===== src/pkg/mcfi_pkg.sv =====
// constants and types for the motion command frame interpreter
package mcfi_pkg;
    // frame geometry
    localparam int CORE_LEN = 7;
    localparam int SER_LEN = 9;
    localparam logic [3:0] LAST_SER = 4'h8;
    localparam logic [3:0] LAST_CORE = 4'h6;
    // status codes
    localparam logic [7:0] ST_OK = 8'h64;
    localparam logic [7:0] ST_STORED = 8'h65;
    localparam logic [7:0] ST_BAD_SUM = 8'h01;
    localparam logic [7:0] ST_BAD_CMD = 8'h02;
    localparam logic [7:0] ST_BAD_TYPE = 8'h03;
    localparam logic [7:0] ST_BAD_VALUE = 8'h04;
    localparam logic [7:0] ST_LOCKED = 8'h05;
    localparam logic [7:0] ST_NOT_AVAIL = 8'h06;
    // command codes
    localparam logic [7:0] CMD_ROTATE_RIGHT = 8'h01;
    localparam logic [7:0] CMD_ROTATE_LEFT = 8'h02;
    localparam logic [7:0] CMD_MOTOR_STOP = 8'h03;
    localparam logic [7:0] CMD_MOVE_TO_POSITION = 8'h04;
    localparam logic [7:0] CMD_SET_AXIS_PARAM = 8'h05;
    localparam logic [7:0] CMD_GET_AXIS_PARAM = 8'h06;
    localparam logic [7:0] CMD_SET_GLOBAL_PARAM = 8'h09;
    localparam logic [7:0] CMD_GET_GLOBAL_PARAM = 8'h0A;
    localparam logic [7:0] CMD_STORE_GLOBAL_PARAM = 8'h0B;
    localparam logic [7:0] CMD_RESTORE_GLOBAL_PARAM = 8'h0C;
    localparam logic [7:0] CMD_REFERENCE_SEARCH = 8'h0D;
    localparam logic [7:0] CMD_GET_INPUT = 8'h0F;
    localparam logic [7:0] CMD_ACCUMULATOR_ARITH = 8'h13;
    localparam logic [7:0] CMD_COMPARE = 8'h14;
    localparam logic [7:0] CMD_CONDITIONAL_JUMP = 8'h15;
    localparam logic [7:0] CMD_ABSOLUTE_JUMP = 8'h16;
    localparam logic [7:0] CMD_SUBROUTINE_CALL = 8'h17;
    localparam logic [7:0] CMD_SUBROUTINE_RETURN = 8'h18;
    localparam logic [7:0] CMD_INTERRUPT_ENABLE = 8'h19;
    localparam logic [7:0] CMD_INTERRUPT_DISABLE = 8'h1A;
    localparam logic [7:0] CMD_WAIT = 8'h1B;
    localparam logic [7:0] CMD_PROGRAM_END = 8'h1C;
    // move_to_position targeting types
    localparam logic [7:0] MVP_ABS = 8'h00;
    localparam logic [7:0] MVP_REL = 8'h01;
    localparam logic [7:0] MVP_COORD = 8'h02;
    // reference_search types
    localparam logic [7:0] RFS_START = 8'h00;
    localparam logic [7:0] RFS_STOP = 8'h01;
    localparam logic [7:0] RFS_STATUS = 8'h02;

    typedef enum logic [1:0] {
        MCFI_RX = 2'b00,
        MCFI_EXEC = 2'b01,
        MCFI_WAIT = 2'b11,
        MCFI_TX = 2'b10
    } mcfi_state_t;

    typedef struct packed {
        mcfi_state_t st;
        logic [3:0] idx;
        logic [7:0] sum;
        logic [7:0] addr;
        logic [7:0] cmd;
        logic [7:0] typ;
        logic [7:0] bank;
        logic [31:0] val;
        logic [7:0] status;
        logic [31:0] rval;
        logic sum_bad;
        logic exec_vld;
        logic tx_vld;
        logic [7:0] tx_data;
        logic tx_last;
        logic tx_en;
    } mcfi_regs_t;
endpackage


===== src/core/mcfi_interp.sv =====
// command frame receiver, decoder and reply sender
//////////////////////////////////////////////////////////////////////////////
// Behaviour
// (RULE_01) core: command, type, bank, value MSB-first
// (RULE_02) serial frame adds address and checksum byte
// (RULE_03) command checksum sums all preceding bytes
// (RULE_04) exactly one reply per received command; a serial frame whose address is not module_addr_i gets no reply
// (RULE_05) serial reply: reply addr, addr, status, cmd, value, sum
// (RULE_06) reply checksum sums all other bytes
// (RULE_07) host waits for reply before next command
// (RULE_08) status 100 executed, 101 stored
// (RULE_09) error statuses one to six
// (RULE_10) CAN command carries core only
// (RULE_11) CAN reply omits address and checksum
// (RULE_12) codes 1,2,3 rotate right, left, stop
// (RULE_13) code 4 move, abs/rel/coord type
// (RULE_14) codes 5,6,9,10 axis and global params
// (RULE_15) codes 11,12 on user variables only
// (RULE_16) code 13 reference search, 15 get input
// (RULE_17) codes 19 to 24 program flow
// (RULE_18) codes 25 to 28 interrupts, wait, end
// (RULE_19) transmit only as reply, never unsolicited
// (RULE_20) bad checksum not executed; unknown code invalid
//////////////////////////////////////////////////////////////////////////////
module mcfi_interp
    import mcfi_pkg::*;
#(
    parameter logic [7:0] USER_BANK = 8'h02,
    parameter logic [7:0] NUM_MOTORS = 8'h01
) (
    input wire logic clk_i,
    input wire logic sys_rst_i,
    input wire logic can_mode_i,
    input wire logic [7:0] module_addr_i,
    input wire logic [7:0] reply_addr_i,
    input wire logic rx_valid_i,
    input wire logic [7:0] rx_data_i,
    input wire logic tx_ready_i,
    output logic tx_valid_o,
    output logic [7:0] tx_data_o,
    output logic tx_last_o,
    output logic tx_enable_o,
    input wire logic store_mode_i,
    input wire logic cfg_locked_i,
    output logic exec_valid_o,
    output logic [7:0] exec_cmd_o,
    output logic [7:0] exec_type_o,
    output logic [7:0] exec_bank_o,
    output logic [31:0] exec_value_o,
    input wire logic exec_done_i,
    input wire logic [7:0] exec_status_i,
    input wire logic [31:0] exec_result_i
);
    mcfi_regs_t r_reg;
    mcfi_regs_t r_next;

    // command classification
    function automatic logic known_cmd(input logic [7:0] c);
        unique case (c)
            CMD_ROTATE_RIGHT, CMD_ROTATE_LEFT, CMD_MOTOR_STOP,         // RULE_12
            CMD_MOVE_TO_POSITION,                                      // RULE_13
            CMD_SET_AXIS_PARAM, CMD_GET_AXIS_PARAM,
            CMD_SET_GLOBAL_PARAM, CMD_GET_GLOBAL_PARAM,                // RULE_14
            CMD_STORE_GLOBAL_PARAM, CMD_RESTORE_GLOBAL_PARAM,          // RULE_15
            CMD_REFERENCE_SEARCH, CMD_GET_INPUT,                       // RULE_16
            CMD_ACCUMULATOR_ARITH, CMD_COMPARE, CMD_CONDITIONAL_JUMP,
            CMD_ABSOLUTE_JUMP, CMD_SUBROUTINE_CALL,
            CMD_SUBROUTINE_RETURN,                                     // RULE_17
            CMD_INTERRUPT_ENABLE, CMD_INTERRUPT_DISABLE,
            CMD_WAIT, CMD_PROGRAM_END: known_cmd = 1'b1;               // RULE_18
            default: known_cmd = 1'b0;
        endcase
    endfunction

    // program-flow commands only make sense inside a stored program
    function automatic logic flow_cmd(input logic [7:0] c);
        flow_cmd = (c >= CMD_ACCUMULATOR_ARITH) && (c <= CMD_PROGRAM_END);
    endfunction

    // static pre-check of command, type and bank fields; 0 means pass on to the executor, or store when store_mode_i is set
    function automatic logic [7:0] precheck(input logic [7:0] c, input logic [7:0] t,
                                            input logic [7:0] b);
        precheck = 8'h00;
        if (!known_cmd(c))
            precheck = ST_BAD_CMD;                                     // RULE_20
        else if (c == CMD_MOVE_TO_POSITION && t > MVP_COORD)
            precheck = ST_BAD_TYPE;                                    // RULE_13
        else if (c == CMD_REFERENCE_SEARCH && t > RFS_STATUS)
            precheck = ST_BAD_TYPE;                                    // RULE_16
        else if ((c == CMD_STORE_GLOBAL_PARAM || c == CMD_RESTORE_GLOBAL_PARAM)
                 && b != USER_BANK)
            precheck = ST_BAD_VALUE;                                   // RULE_15
        else if ((c == CMD_SET_GLOBAL_PARAM || c == CMD_STORE_GLOBAL_PARAM) && cfg_locked_i)
            precheck = ST_LOCKED;                                      // RULE_09
        else if (c <= CMD_GET_AXIS_PARAM && c != CMD_MOVE_TO_POSITION && b >= NUM_MOTORS)
            precheck = ST_BAD_VALUE;                                   // RULE_12
        else if (flow_cmd(c) && !store_mode_i)
            precheck = ST_NOT_AVAIL;                                   // RULE_17
    endfunction

    // reply byte by position; serial frames have 9, CAN frames 7 (module address first)
    function automatic logic [7:0] reply_byte(input mcfi_regs_t s, input logic [3:0] i,
                                              input logic [7:0] ra, input logic [7:0] ma);
        unique case (i)
            4'h0: reply_byte = ra;
            4'h1: reply_byte = ma;
            4'h2: reply_byte = s.status;
            4'h3: reply_byte = s.cmd;
            4'h4: reply_byte = s.rval[31:24];
            4'h5: reply_byte = s.rval[23:16];
            4'h6: reply_byte = s.rval[15:8];
            4'h7: reply_byte = s.rval[7:0];
            default: reply_byte = s.sum;
        endcase
    endfunction

    logic [7:0] pc;
    logic [3:0] ser_pos;
    logic [7:0] rbyte;

    always_comb begin
        r_next = r_reg;
        r_next.exec_vld = 1'b0;
        pc = precheck(r_reg.cmd, r_reg.typ, r_reg.bank);
        // CAN frames map onto serial positions 1..7 with no address or checksum
        ser_pos = can_mode_i ? r_reg.idx + 4'h1 : r_reg.idx;               // RULE_10
        rbyte = 8'h00;
        unique case (r_reg.st)
            MCFI_RX: begin
                r_next.tx_en = 1'b0;                                      // RULE_19
                if (rx_valid_i) begin
                    r_next.sum = r_reg.sum + rx_data_i;                   // RULE_03
                    r_next.idx = r_reg.idx + 4'h1;
                    unique case (ser_pos)
                        4'h0: r_next.addr = rx_data_i;                    // RULE_02
                        4'h1: r_next.cmd = rx_data_i;                     // RULE_01
                        4'h2: r_next.typ = rx_data_i;
                        4'h3: r_next.bank = rx_data_i;
                        4'h4, 4'h5, 4'h6, 4'h7:
                            r_next.val = {r_reg.val[23:0], rx_data_i};    // RULE_01
                        default: r_next.sum_bad = (rx_data_i != r_reg.sum); // RULE_03
                    endcase
                    if (r_reg.idx == (can_mode_i ? LAST_CORE : LAST_SER)) begin
                        r_next.idx = 4'h0;
                        r_next.st = MCFI_EXEC;
                    end
                end
            end
            MCFI_EXEC: begin
                r_next.rval = r_reg.val;
                // frames addressed elsewhere get no reply on a shared bus
                if (!can_mode_i && r_reg.addr != module_addr_i) begin
                    r_next.sum = 8'h00;
                    r_next.sum_bad = 1'b0;
                    r_next.st = MCFI_RX;                                  // RULE_19
                end else if (!can_mode_i && r_reg.sum_bad) begin
                    r_next.status = ST_BAD_SUM;                           // RULE_20
                    r_next.st = MCFI_TX;
                end else if (pc != 8'h00) begin
                    r_next.status = pc;                                   // RULE_09
                    r_next.st = MCFI_TX;
                end else if (store_mode_i) begin
                    r_next.status = ST_STORED;                            // RULE_08
                    r_next.st = MCFI_TX;
                end else begin
                    r_next.exec_vld = 1'b1;
                    r_next.st = MCFI_WAIT;
                end
                r_next.sum = 8'h00;
                // the CAN identifier stands in for the reply address byte only
                r_next.idx = can_mode_i ? 4'h1 : 4'h0;                    // RULE_11
            end
            MCFI_WAIT: begin
                if (exec_done_i) begin
                    r_next.status = (exec_status_i == 8'h00) ? ST_OK : exec_status_i; // RULE_08
                    r_next.rval = exec_result_i;
                    r_next.st = MCFI_TX;
                end
            end
            MCFI_TX: begin
                r_next.tx_en = 1'b1;
                if (!r_reg.tx_vld || tx_ready_i) begin
                    if (r_reg.tx_vld && r_reg.tx_last) begin
                        r_next.tx_vld = 1'b0;
                        r_next.tx_last = 1'b0;
                        r_next.tx_en = 1'b0;
                        r_next.idx = 4'h0;
                        r_next.sum = 8'h00;
                        r_next.sum_bad = 1'b0;
                        r_next.st = MCFI_RX;                              // RULE_04
                    end else begin
                        rbyte = reply_byte(r_reg, r_reg.idx, reply_addr_i, module_addr_i);
                        r_next.tx_data = rbyte;                           // RULE_05
                        r_next.tx_vld = 1'b1;
                        r_next.sum = r_reg.sum + rbyte;                   // RULE_06
                        r_next.idx = r_reg.idx + 4'h1;
                        r_next.tx_last = can_mode_i ? (r_reg.idx == 4'h7) // RULE_11
                                                    : (r_reg.idx == LAST_SER);
                    end
                end
            end
            default: r_next.st = MCFI_RX;
        endcase
    end

    always_ff @(posedge clk_i or posedge sys_rst_i) begin
        if (sys_rst_i) begin
            r_reg <= '0;
        end else begin
            r_reg <= r_next;
        end
    end

    assign tx_valid_o = r_reg.tx_vld;
    assign tx_data_o = r_reg.tx_data;
    assign tx_last_o = r_reg.tx_last;
    assign tx_enable_o = r_reg.tx_en;
    assign exec_valid_o = r_reg.exec_vld;
    assign exec_cmd_o = r_reg.cmd;
    assign exec_type_o = r_reg.typ;
    assign exec_bank_o = r_reg.bank;
    assign exec_value_o = r_reg.val;
endmodule


===== config.mk =====
export PLATFORM = sky130hd
export DESIGN_NAME = mcfi_interp
export DESIGN_NICKNAME = d
export VERILOG_FILES = /design/src/pkg/mcfi_pkg.sv /design/src/core/mcfi_interp.sv
export SDC_FILE = /design/constraint.sdc
export NUM_CORES = 1
export LEC_CHECK = 0
export ABC_AREA = 1
export BUFFER_PORTS_ARGS = -buffer_cell sky130_fd_sc_hd__buf_4
export CAP_MARGIN = 20
export CORE_ASPECT_RATIO = 1.2
export CORE_MARGIN = 3
export CORE_UTILIZATION = 60
export CTS_CLUSTER_SIZE = 8
export DETAILED_ROUTE_END_ITERATION = 16
export MAX_ROUTING_LAYER = met4
export PLACE_DENSITY = 0.95
export RECOVER_POWER = 50
export SETUP_SLACK_MARGIN = 0.4
export SLEW_MARGIN = 10
export SYNTH_ARGS = -nofsm -noshare
export SYNTH_HDL_FRONTEND = slang
export SYNTH_SLANG_ARGS = --single-unit

===== constraint.sdc =====
create_clock -name clk_i -period 6.4 [get_ports clk_i]
set_clock_uncertainty 0.15 [all_clocks]
set_input_delay 0.64 -clock clk_i [delete_from_list [all_inputs] [get_ports clk_i]]
set_output_delay 0.64 -clock clk_i [all_outputs]
set_load 0.005 [all_outputs]

## After elaboration in Yosys (flattened, before gate mapping)

Memories as Yosys holds them, arrays and structs flattened.
Index checks and enable logic that the tools add are counted.

| storage, ports and cells | value |
|---|---|
| bits in registers | 131 |
| memories | 1 |
| input bits | 72 |
| logic and storage cells | 158 |
| memory bits (read-only) | 32 |
| output and inout port bits | 68 |

Memories:

| memory | words | width | rd ports | clocked after Yosys merged registers in | wr ports | RTL line | text |
|---|---|---|---|---|---|---|---|
| (name not given) | 32 | 1 | 1 | 0 | 0 | mcfi_interp.sv:59 | `unique case (c)` |

| cells by class | value |
|---|---|
| bitwise operators | 1 |
| $add $sub $neg | 3 |
| order comparisons | 5 |
| eq/ne operators | 37 |
| mux-type cells | 55 |
| reductions and logical operators | 40 |

Operator list:

| operator | number |
|---|---|
| $mux W8 | 12 |
| $pmux W40 S2 | 1 |
| $mux W78 | 1 |
| $pmux W8 S8 | 1 |
| $mux W40 | 1 |
| $pmux W12 S3 | 1 |
| $eq A4 B3 Y1 const B | 8 |
| $eq A8 B4 Y1 const B | 4 |
| $mux W32 | 1 |
| $mux W3 | 7 |
| $reduce_and A3 Y1 | 7 |
| $mux W1 | 17 |
| $add A8 B8 Y8 | 2 |
| $eq A4 B2 Y1 const B | 4 |
| $ne A2 B2 Y1 const B | 8 |
| $ne A8 B8 Y1 | 2 |
| $mux W14 | 1 |
| $mux W12 | 1 |
| $logic_and A1 B1 Y1 | 11 |
| $mux W2 | 5 |
| $eq A4 B1 Y1 const B | 2 |
| $eq A8 B3 Y1 const B | 1 |
| $ge A8 B1 Y1 const B | 1 |
| $ge A8 B5 Y1 const B | 1 |
| 32 further kinds | 41 |

## Depth between registers and ports, before layout

Gate-level depths: netlist (run 1).

| depth | value |
|---|---|
| depth after elaboration | 15 |
| mapped depth | 22 |
| depth with buffers taken out | 22 |

## Worst setup path after synthesis (run 1)

OpenSTA, ideal clock, no wires.

| path | value |
|---|---|
| path type | register -> register |
| start point | register r_reg[126] (netlist name) |
| end point | register r_reg[123] (netlist name) |
| data required time | 6.133 ns |
| period minus slack after synthesis | 3.073 ns |
| buffers on the path | 0 |
| stages on the path, launching flop included | 23 |
| library setup time | 0.117 ns |
| setup slack | 3.327 ns |
| arrival | 2.806 ns |
| cell sequence | dfrtp_1 > inv_1 > ha_1 > inv_1 > nor2_1 > nand2_1 > nand3_1 > a211oi_1 > a22oi_1 > ha_1 > inv_1 > fa_1 > inv_1 > nand3_1 > nand2_1 > nand2_1 > nand2_1 > a21oi_1 > or2_2 > nand3_1 > nand2_1 > nand2_1 > nand2_1 |

| between the ends | value |
|---|---|
| word-level cells in the longest chain between the ends | 9 |
| elaborated cells between the ends (all ways) | 16 |
| those cells by class | add/sub (1); eq/ne (7); mux (7); reduce/logical (1) |

Ends and longest elaborated chain:

| item | RTL line | text |
|---|---|---|
| start, declared | mcfi_interp.sv:54 | `mcfi_regs_t r_reg;` |
| start signal, assigned | mcfi_interp.sv:210 | `r_reg <= r_next;` |
| $eq A4 B3 Y1, or another cell as far along | mcfi_interp.sv:104 | `unique case (i)` |
| $pmux W8 S8 (*) | mcfi_interp.sv:104 |  |
| $mux W8 (*) | mcfi_interp.sv:183 | `if (r_reg.tx_vld && r_reg.tx_last) begin` |
| $mux W8 (*) | mcfi_interp.sv:182 | `if (!r_reg.tx_vld \|\| tx_ready_i) begin` |
| $mux W8 (*) | mcfi_interp.sv:128 | `unique case (r_reg.st)` |
| $add A8 B8 Y8 (*) | mcfi_interp.sv:195 | `r_next.sum = r_reg.sum + rbyte;` |
| $mux W12 (*) | mcfi_interp.sv:183 |  |
| $mux W14 (*) | mcfi_interp.sv:182 |  |
| $pmux W12 S3 (*) | mcfi_interp.sv:128 |  |

Every way passes the cells marked *; elsewhere a longest branch is shown, timed or not. The select of a mux whose other input is x is not followed.
A chain may end at the register's enable or synchronous reset.

==> results of run 1 <==
## per-layer routing
metal  vias to the layer above  part of all wire  GRT usage
met2                       391              0.48      0.490
li1                       3502                 -          -
met5                         -                 0          -
met4                         0             0.044      0.159
met1                      3438              0.40      0.392
met3                        81             0.080     0.0548
## final cells by class
cell class,instances,area [µm²],area share
tap,164,205,0.0225
clock buffer,18,439,0.0481
multi-input combinational,699,3490,0.382
timing repair buffer,145,1080,0.118
sequential,131,3280,0.359
clock inverter,14,153,0.0167
inverter,130,489,0.0536
## worst max-delay path: cells and delay by family
family	cells	cell delay, ns
buffers and inverters	3	3.15
## per-stage QoR
| stage | hold WS (ns) | util | instances |
|---|---|---|---|
| final | 0.305 | 0.718 | 1301 |
| after CTS | 0.244 | 0.719 | 1301 |
| after global placement | 0.308 | 0.673 | 1269 |
| after detailed placement | 0.315 | 0.673 | 1269 |
| after global routing | 0.325 | 0.718 | 1301 |
| after floorplan | 0.292 | - | 1054 |
## kinds of logic (layout without fill, tap and decap cells)
group	count (synthesis)	after routing	synth area share
AO/OA/AOI/OAI	213	213	0.153
XOR/XNOR	8	8	0.00890
adder cells (fa/ha/maj)	24	24	0.0401
buffers and inverters	224	307	0.141
flip-flops	131	131	0.416
AND/OR/NAND/NOR	454	454	0.240
## path summary, 6_finish.rpt
kind / startpoint / endpoint / slack [ns] / depth (start not counted)
setup reg to reg: r_reg[128] / r_reg[123] / 2.73 / 21
min in group asynchronous: sys_rst_i / exec_value_o[9] / 0.88 / 2
max in group clk_i: r_reg[128] / r_reg[123] / 2.73 / 21
hold / removal: exec_result_i[12] / r_reg[25] / 0.30 / 3
hold reg to reg: r_reg[12] / r_reg[12] / 0.33 / 2
setup / recovery: sys_rst_i / tx_enable_o / 2.65 / 3
## power breakdown
group | total (mW) | internal, mW | switching, mW
logic | 2.12 | 0.848 | 1.27
registers | 1.54 | 1.21 | 0.333
clock network | 0.977 | 0.588 | 0.390
## cell usage in the layout (no fill, tap or decap), drive strengths merged, types with 14 or more instances in the layout
cell    instances
nand2         277
o211ai         14
nor2          102
a31oi          22
a21oi          48
inv           131
nand3          45
dfrtp         131
buf            75
o21ai         103
ha             22
clkbuf         88
==> metrics.cfg, run 1 <==
[setup_path]
cp_slowest_cell = clkinvlp_2
slowest_delay_ns = 1.61
crit_path_start_kind = input pin
worstPathRequired_ns = 6.49
critPathKind = input pin to asynchronous set/reset pin
worstPathArrival_ns = 3.84
path_cells = clkbuf_4 -> clkinvlp_2 -> clkbuf_2
endpoint_kind = asynchronous set/reset pin
crit_fanout = 66

[drt]
drc = 0
initialDrtViolationCount = 608
vias = 7412
ant_nets = 0
detail_route.wl_per_cell_um = 17.0
drt-total-wl_um = 22100
vias_per_cell = 5.70
first_pass_iters = 5

[placement]
pre_cts_slack_ns = 2.89
port_buffers = 139
dp_hpwl_um = 16400
place_area_mm2 = 0.00856
gp_congestion = 0.959

[clock_network]
ctsResizeCount = 0
htreeDepth = 4
cts.sinks = 131
clkLatencyLatePin_ns = 0.43
hold_buffers = 0
numCtsBuffers = 17
clkSlewWorstSetupHoldPaths_ns = 0.06
clk_path_buf_depth = 2
cts_tree = built
root_buffer = clkbuf_16
cts_setup_buffers = 0

[global_routing]
grt_pass1_vias = 7106
antenna_found_initial = 0
grt_max_degree = 67
gr-total-overflow = 0
grt_pass1_wl_um = 35500
groute.usage.overall = 0.313

[final_layout]
antenna_cells = 0
final_area_mm2 = 0.00913
fillers = 1030
largest_reg_flops = 63
drive_gt1_frac = 0.181
final_nets = 1220
area_growth_pct = 16.0

[sta]
slew-limit-headroom = -0.927
min_period_over_period = 0.587
finalCriticalPeriod_ns = 3.75
final_hold_viol_count = 0
max_freq_ghz = 0.266
final.setup.tns_ns = 0
worst_pin_slew_ns = 2.88
rsz0062_at_grt = false
worst_slack_ns = 2.65
slew_viol_final = 134
finalSetupViolCount = 0

[logic_synthesis]
ys_dominant_reg_cell = dfrtp_1
synth.distinct_cells = 48
syn_nets = 1150
async_flop_share = 1.00
seq_area_frac_synth = 0.416
yosysTopAreaCell = dfrtp_1
netlist_area_mm2 = 0.00787
ys_top_cells_by_area = dfrtp_1, nand2_1, buf_4, inv_1, nor2_1
synthDominantCellAreaShare = 0.416
yosysWarnings = 0
synth.most_common_cell = nand2_1
synth_area_per_cell_um2 = 7.47
synth_edf_count = 0
syn_inst = 1054
synth_common_cells = nand2_1, dfrtp_1, inv_1
ys_seq_elements = 131

[floorplan]
core-area_mm2 = 0.0127
dieArea_mm2 = 0.0145
die_w_um = 111
initial_utilization = 0.619
fp.dieH_um = 131
rows = 45
ios = 140

[status]
status = finished with violations
violations = max-capacitance violations, max-slew violations

[flow_run]
cap_violations = 2

[pwr]
power_leakage_nw = 4.72
p_per_area_mw_per_mm2 = 507
fin_total_pwr_mw = 4.63
ir_drop_uv = 286

[min_path]
hp-class = input pin to flop

(Power assumes the default switching activity.)
==> run 2, diff against run 1 <==
--- a/config.mk
+++ b/config.mk
@@ -5,16 +5,16 @@
 export SDC_FILE = /design/constraint.sdc
 export NUM_CORES = 1
 export LEC_CHECK = 0
-export ABC_AREA = 1
+export ABC_AREA = 0
 export BUFFER_PORTS_ARGS = -buffer_cell sky130_fd_sc_hd__buf_4
 export CAP_MARGIN = 20
 export CORE_ASPECT_RATIO = 1.2
 export CORE_MARGIN = 3
-export CORE_UTILIZATION = 60
+export CORE_UTILIZATION = 51
 export CTS_CLUSTER_SIZE = 8
 export DETAILED_ROUTE_END_ITERATION = 16
 export MAX_ROUTING_LAYER = met4
-export PLACE_DENSITY = 0.95
+export PLACE_DENSITY = 0.88
 export RECOVER_POWER = 50
 export SETUP_SLACK_MARGIN = 0.4
 export SLEW_MARGIN = 10
==> constraint.sdc (replaced) <==
create_clock -name clk_i -period 3.3 [get_ports clk_i]
set_clock_uncertainty 0.15 [all_clocks]
set_input_delay 0.33 -clock clk_i [delete_from_list [all_inputs] [get_ports clk_i]]
set_output_delay 0.33 -clock clk_i [all_outputs]
set_load 0.005 [all_outputs]
==> metrics.cfg, run 2 <==
[drt]
first_pass_iters = 6  ; +1
vias = 6319  ; -15%
drt-total-wl_um = 22200  ; about the same
ant_nets = 0  ; unchanged
drc = 0  ; unchanged
vias_per_cell = 5.87  ; +3.0%
detail_route.wl_per_cell_um = 20.6  ; +21%
initialDrtViolationCount = 572  ; -5.9%

[final_layout]
drive_gt1_frac = 0.385  ; +0.204
final_nets = 961  ; -21%
area_growth_pct = 23.8
fillers = 1145  ; +11%
antenna_cells = 0  ; unchanged
final_common_cell = buf_4
mostFrequentLayoutCells = buf_4, dfrtp_1, mux2_2
largest_reg_flops = 63  ; unchanged
regArea_mm2 = 0.00328  ; +0.15%
multi_input_area_mm2 = 0.00394  ; +13%

[placement]
port_buffers = 139  ; unchanged
dp_hpwl_um = 16000  ; -2.5%
pre_cts_slack_ns = 0.0392  ; -2.85 ns
gp_congestion = 0.987  ; +2.9%

[pwr]
fin_total_pwr_mw = 9.33  ; +100%
power_leakage_nw = 4.34  ; -7.9%
p_per_area_mw_per_mm2 = 972  ; +92%
ir_drop_uv = 428  ; +50%

[logic_synthesis]
netlist_area_mm2 = 0.00775  ; -1.5%
ys_top_cells_by_area = dfrtp_1, mux2_2, buf_4, mux2i_1, o21ai_0
async_flop_share = 1.00  ; unchanged
seq_area_frac_synth = 0.423  ; +0.00632
synth_area_per_cell_um2 = 10.1  ; +35%
synth_edf_count = 0  ; unchanged
yosysWarnings = 0  ; unchanged
ys_dominant_reg_cell = dfrtp_1
yosysTopAreaCell = dfrtp_1
synthDominantCellAreaShare = 0.423  ; +0.00632
synth.most_common_cell = dfrtp_1
syn_nets = 864  ; -25%
synth.distinct_cells = 60  ; +25%
ys_seq_elements = 131  ; unchanged
synth_common_cells = dfrtp_1, mux2_2, nand2_1
syn_inst = 768  ; -27%

[setup_path]
crit_start = r_reg[126]
worstPathRequired_ns = 3.45  ; -3.04 ns
crit_fanout = 7  ; -89%
endpoint_kind = flop
rr_worst_depth = 13  ; -38%
critPathKind = flop to flop
ff2ff_setup_slack_ns = 0.31  ; -2.42 ns
worstPathArrival_ns = 3.14  ; -0.70 ns
crit_path_start_kind = flop
r2r-end = r_reg[124]
r2r-start = r_reg[126]

[sta]
finalSetupViolCount = 0  ; unchanged
worst_pin_slew_ns = 1.77  ; -1.10 ns
final.setup.tns_ns = 0  ; unchanged
slew_viol_final = 132  ; -1.5%
max_freq_ghz = 0.335
final_hold_viol_count = 0  ; unchanged
finalCriticalPeriod_ns = 2.99
whs_ns = 0.0201  ; -0.285 ns
rsz0062_at_grt = true
min_period_over_period = 0.905
slew-limit-headroom = -0.182  ; +0.745
worst_slack_ns = 0.313  ; -2.33 ns

[min_path]
whs_endpoint = r_reg[49]
min_from = exec_status_i[4]
hp-class = input pin to flop
min_path_cells = 3  ; unchanged

[global_routing]
grt_pass1_wl_um = 34800  ; -1.9%
grt_max_degree = 132  ; +97%
groute.usage.overall = 0.275  ; -0.0379
grt_pass1_vias = 6433  ; -9.5%
gr-total-overflow = 0  ; unchanged
antenna_found_initial = 0  ; unchanged

[flow_run]
cap_violations = 1  ; -1

[status]
status = finished with violations
violations = max-capacitance violations, max-slew violations

[clock_network]
clkSlewWorstSetupHoldPaths_ns = 0.06  ; about the same
root_buffer = clkbuf_16
numCtsBuffers = 17  ; unchanged
clkLatencyLatePin_ns = 0.42  ; about the same
cts.sinks = 131  ; unchanged
clk_path_buf_depth = 2  ; unchanged
cts_tree = built
htreeDepth = 4  ; unchanged

[floorplan]
rows = 48  ; +6.7%
dieArea_mm2 = 0.0167  ; +15%
core-area_mm2 = 0.0147  ; +15%
initial_utilization = 0.529  ; -0.0895
die_w_um = 119  ; +7.2%
ios = 140  ; unchanged
fp.dieH_um = 141  ; +7.3%

[run 2: logic make-up (layout without fill, tap and decap cells)]
group	after synthesis	count (layout)	synth area share
simple gates	179	179	0.113
compound gates	166	166	0.141
flops	131	131	0.423
buf+inv	130	239	0.0947
mux	116	116	0.163
fa+ha+maj	24	24	0.0407
xor+xnor	22	22	0.0248
[run 2: metrics by stage]
stage / instances / util / cell area [µm²]
after floorplan: 768 / - / 7880
after global placement: 1025 / 0.592 / 8670
after detailed placement: 1025 / 0.592 / 8670
after CTS: 1075 / 0.653 / 9570
after global routing: 1077 / 0.655 / 9600
final: 1077 / 0.655 / 9600
[run 2: report_power, final]
| group | internal, mW | leakage [nW] | switching (mW) |
|---|---|---|---|
| combinational | 2.18 | 2.33 | 2.22 |
| clock | 1.35 | 0.308 | 0.747 |
| sequential | 2.19 | 1.71 | 0.645 |
| total | 5.72 | 4.34 | 3.61 |
[run 2: worst max path at each step]
stage	slack (ns)	to	depth (start not counted)
global route	0.19	r_reg[122]	13
finish	0.31	r_reg[124]	13
floorplan	0.39	r_reg[124]	16
global placement	0.14	r_reg[124]	12
CTS	0.39	r_reg[124]	13
detailed placement	0.04	r_reg[124]	14
[run 2: final cells by class]
type | instances | share of cell area
Sequential cell | 131 | 0.342
Inverter | 24 | 0.0106
Multi-Input combinational cell | 507 | 0.410
Timing Repair Buffer | 184 | 0.144
Clock inverter | 14 | 0.0237
Clock buffer | 17 | 0.0443
Tap cell | 200 | 0.0261
[run 2: routing by layer]
metal  routed length (µm)  up-vias  part of all wire  global-route usage
met1                 8770     3102              0.40               0.321
met3                 1280       57             0.058              0.0530
met2                11200      278              0.50               0.464
met4                  918        0             0.041               0.121
met5                    0        -                 0                   -
li1                     -     2882                 -                   -
[run 2: worst max-delay path: stages, from the launching register on]
cell and delay [ns]:
dfrtp_2 0.48, inv_4 0.07, ha_4 0.19, a222oi_1 0.33, nand2_1 0.14, o21ai_2 0.20, o21ai_2 0.10, ha_4 0.23
and3_4 0.18, a22oi_2 0.21, nand2_1 0.09, a21oi_2 0.15, xor2_1 0.08, a311o_1 0.26
[run 2: timing repair]
item	in CTS	in global routing
setup buffers	18	2
endpoints found under the setup margin	7	5
hold buffers	1	0
gates resized for setup	23	9
cloned	0	0
pin swaps	23	7
endpoints found under the hold margin	1	0
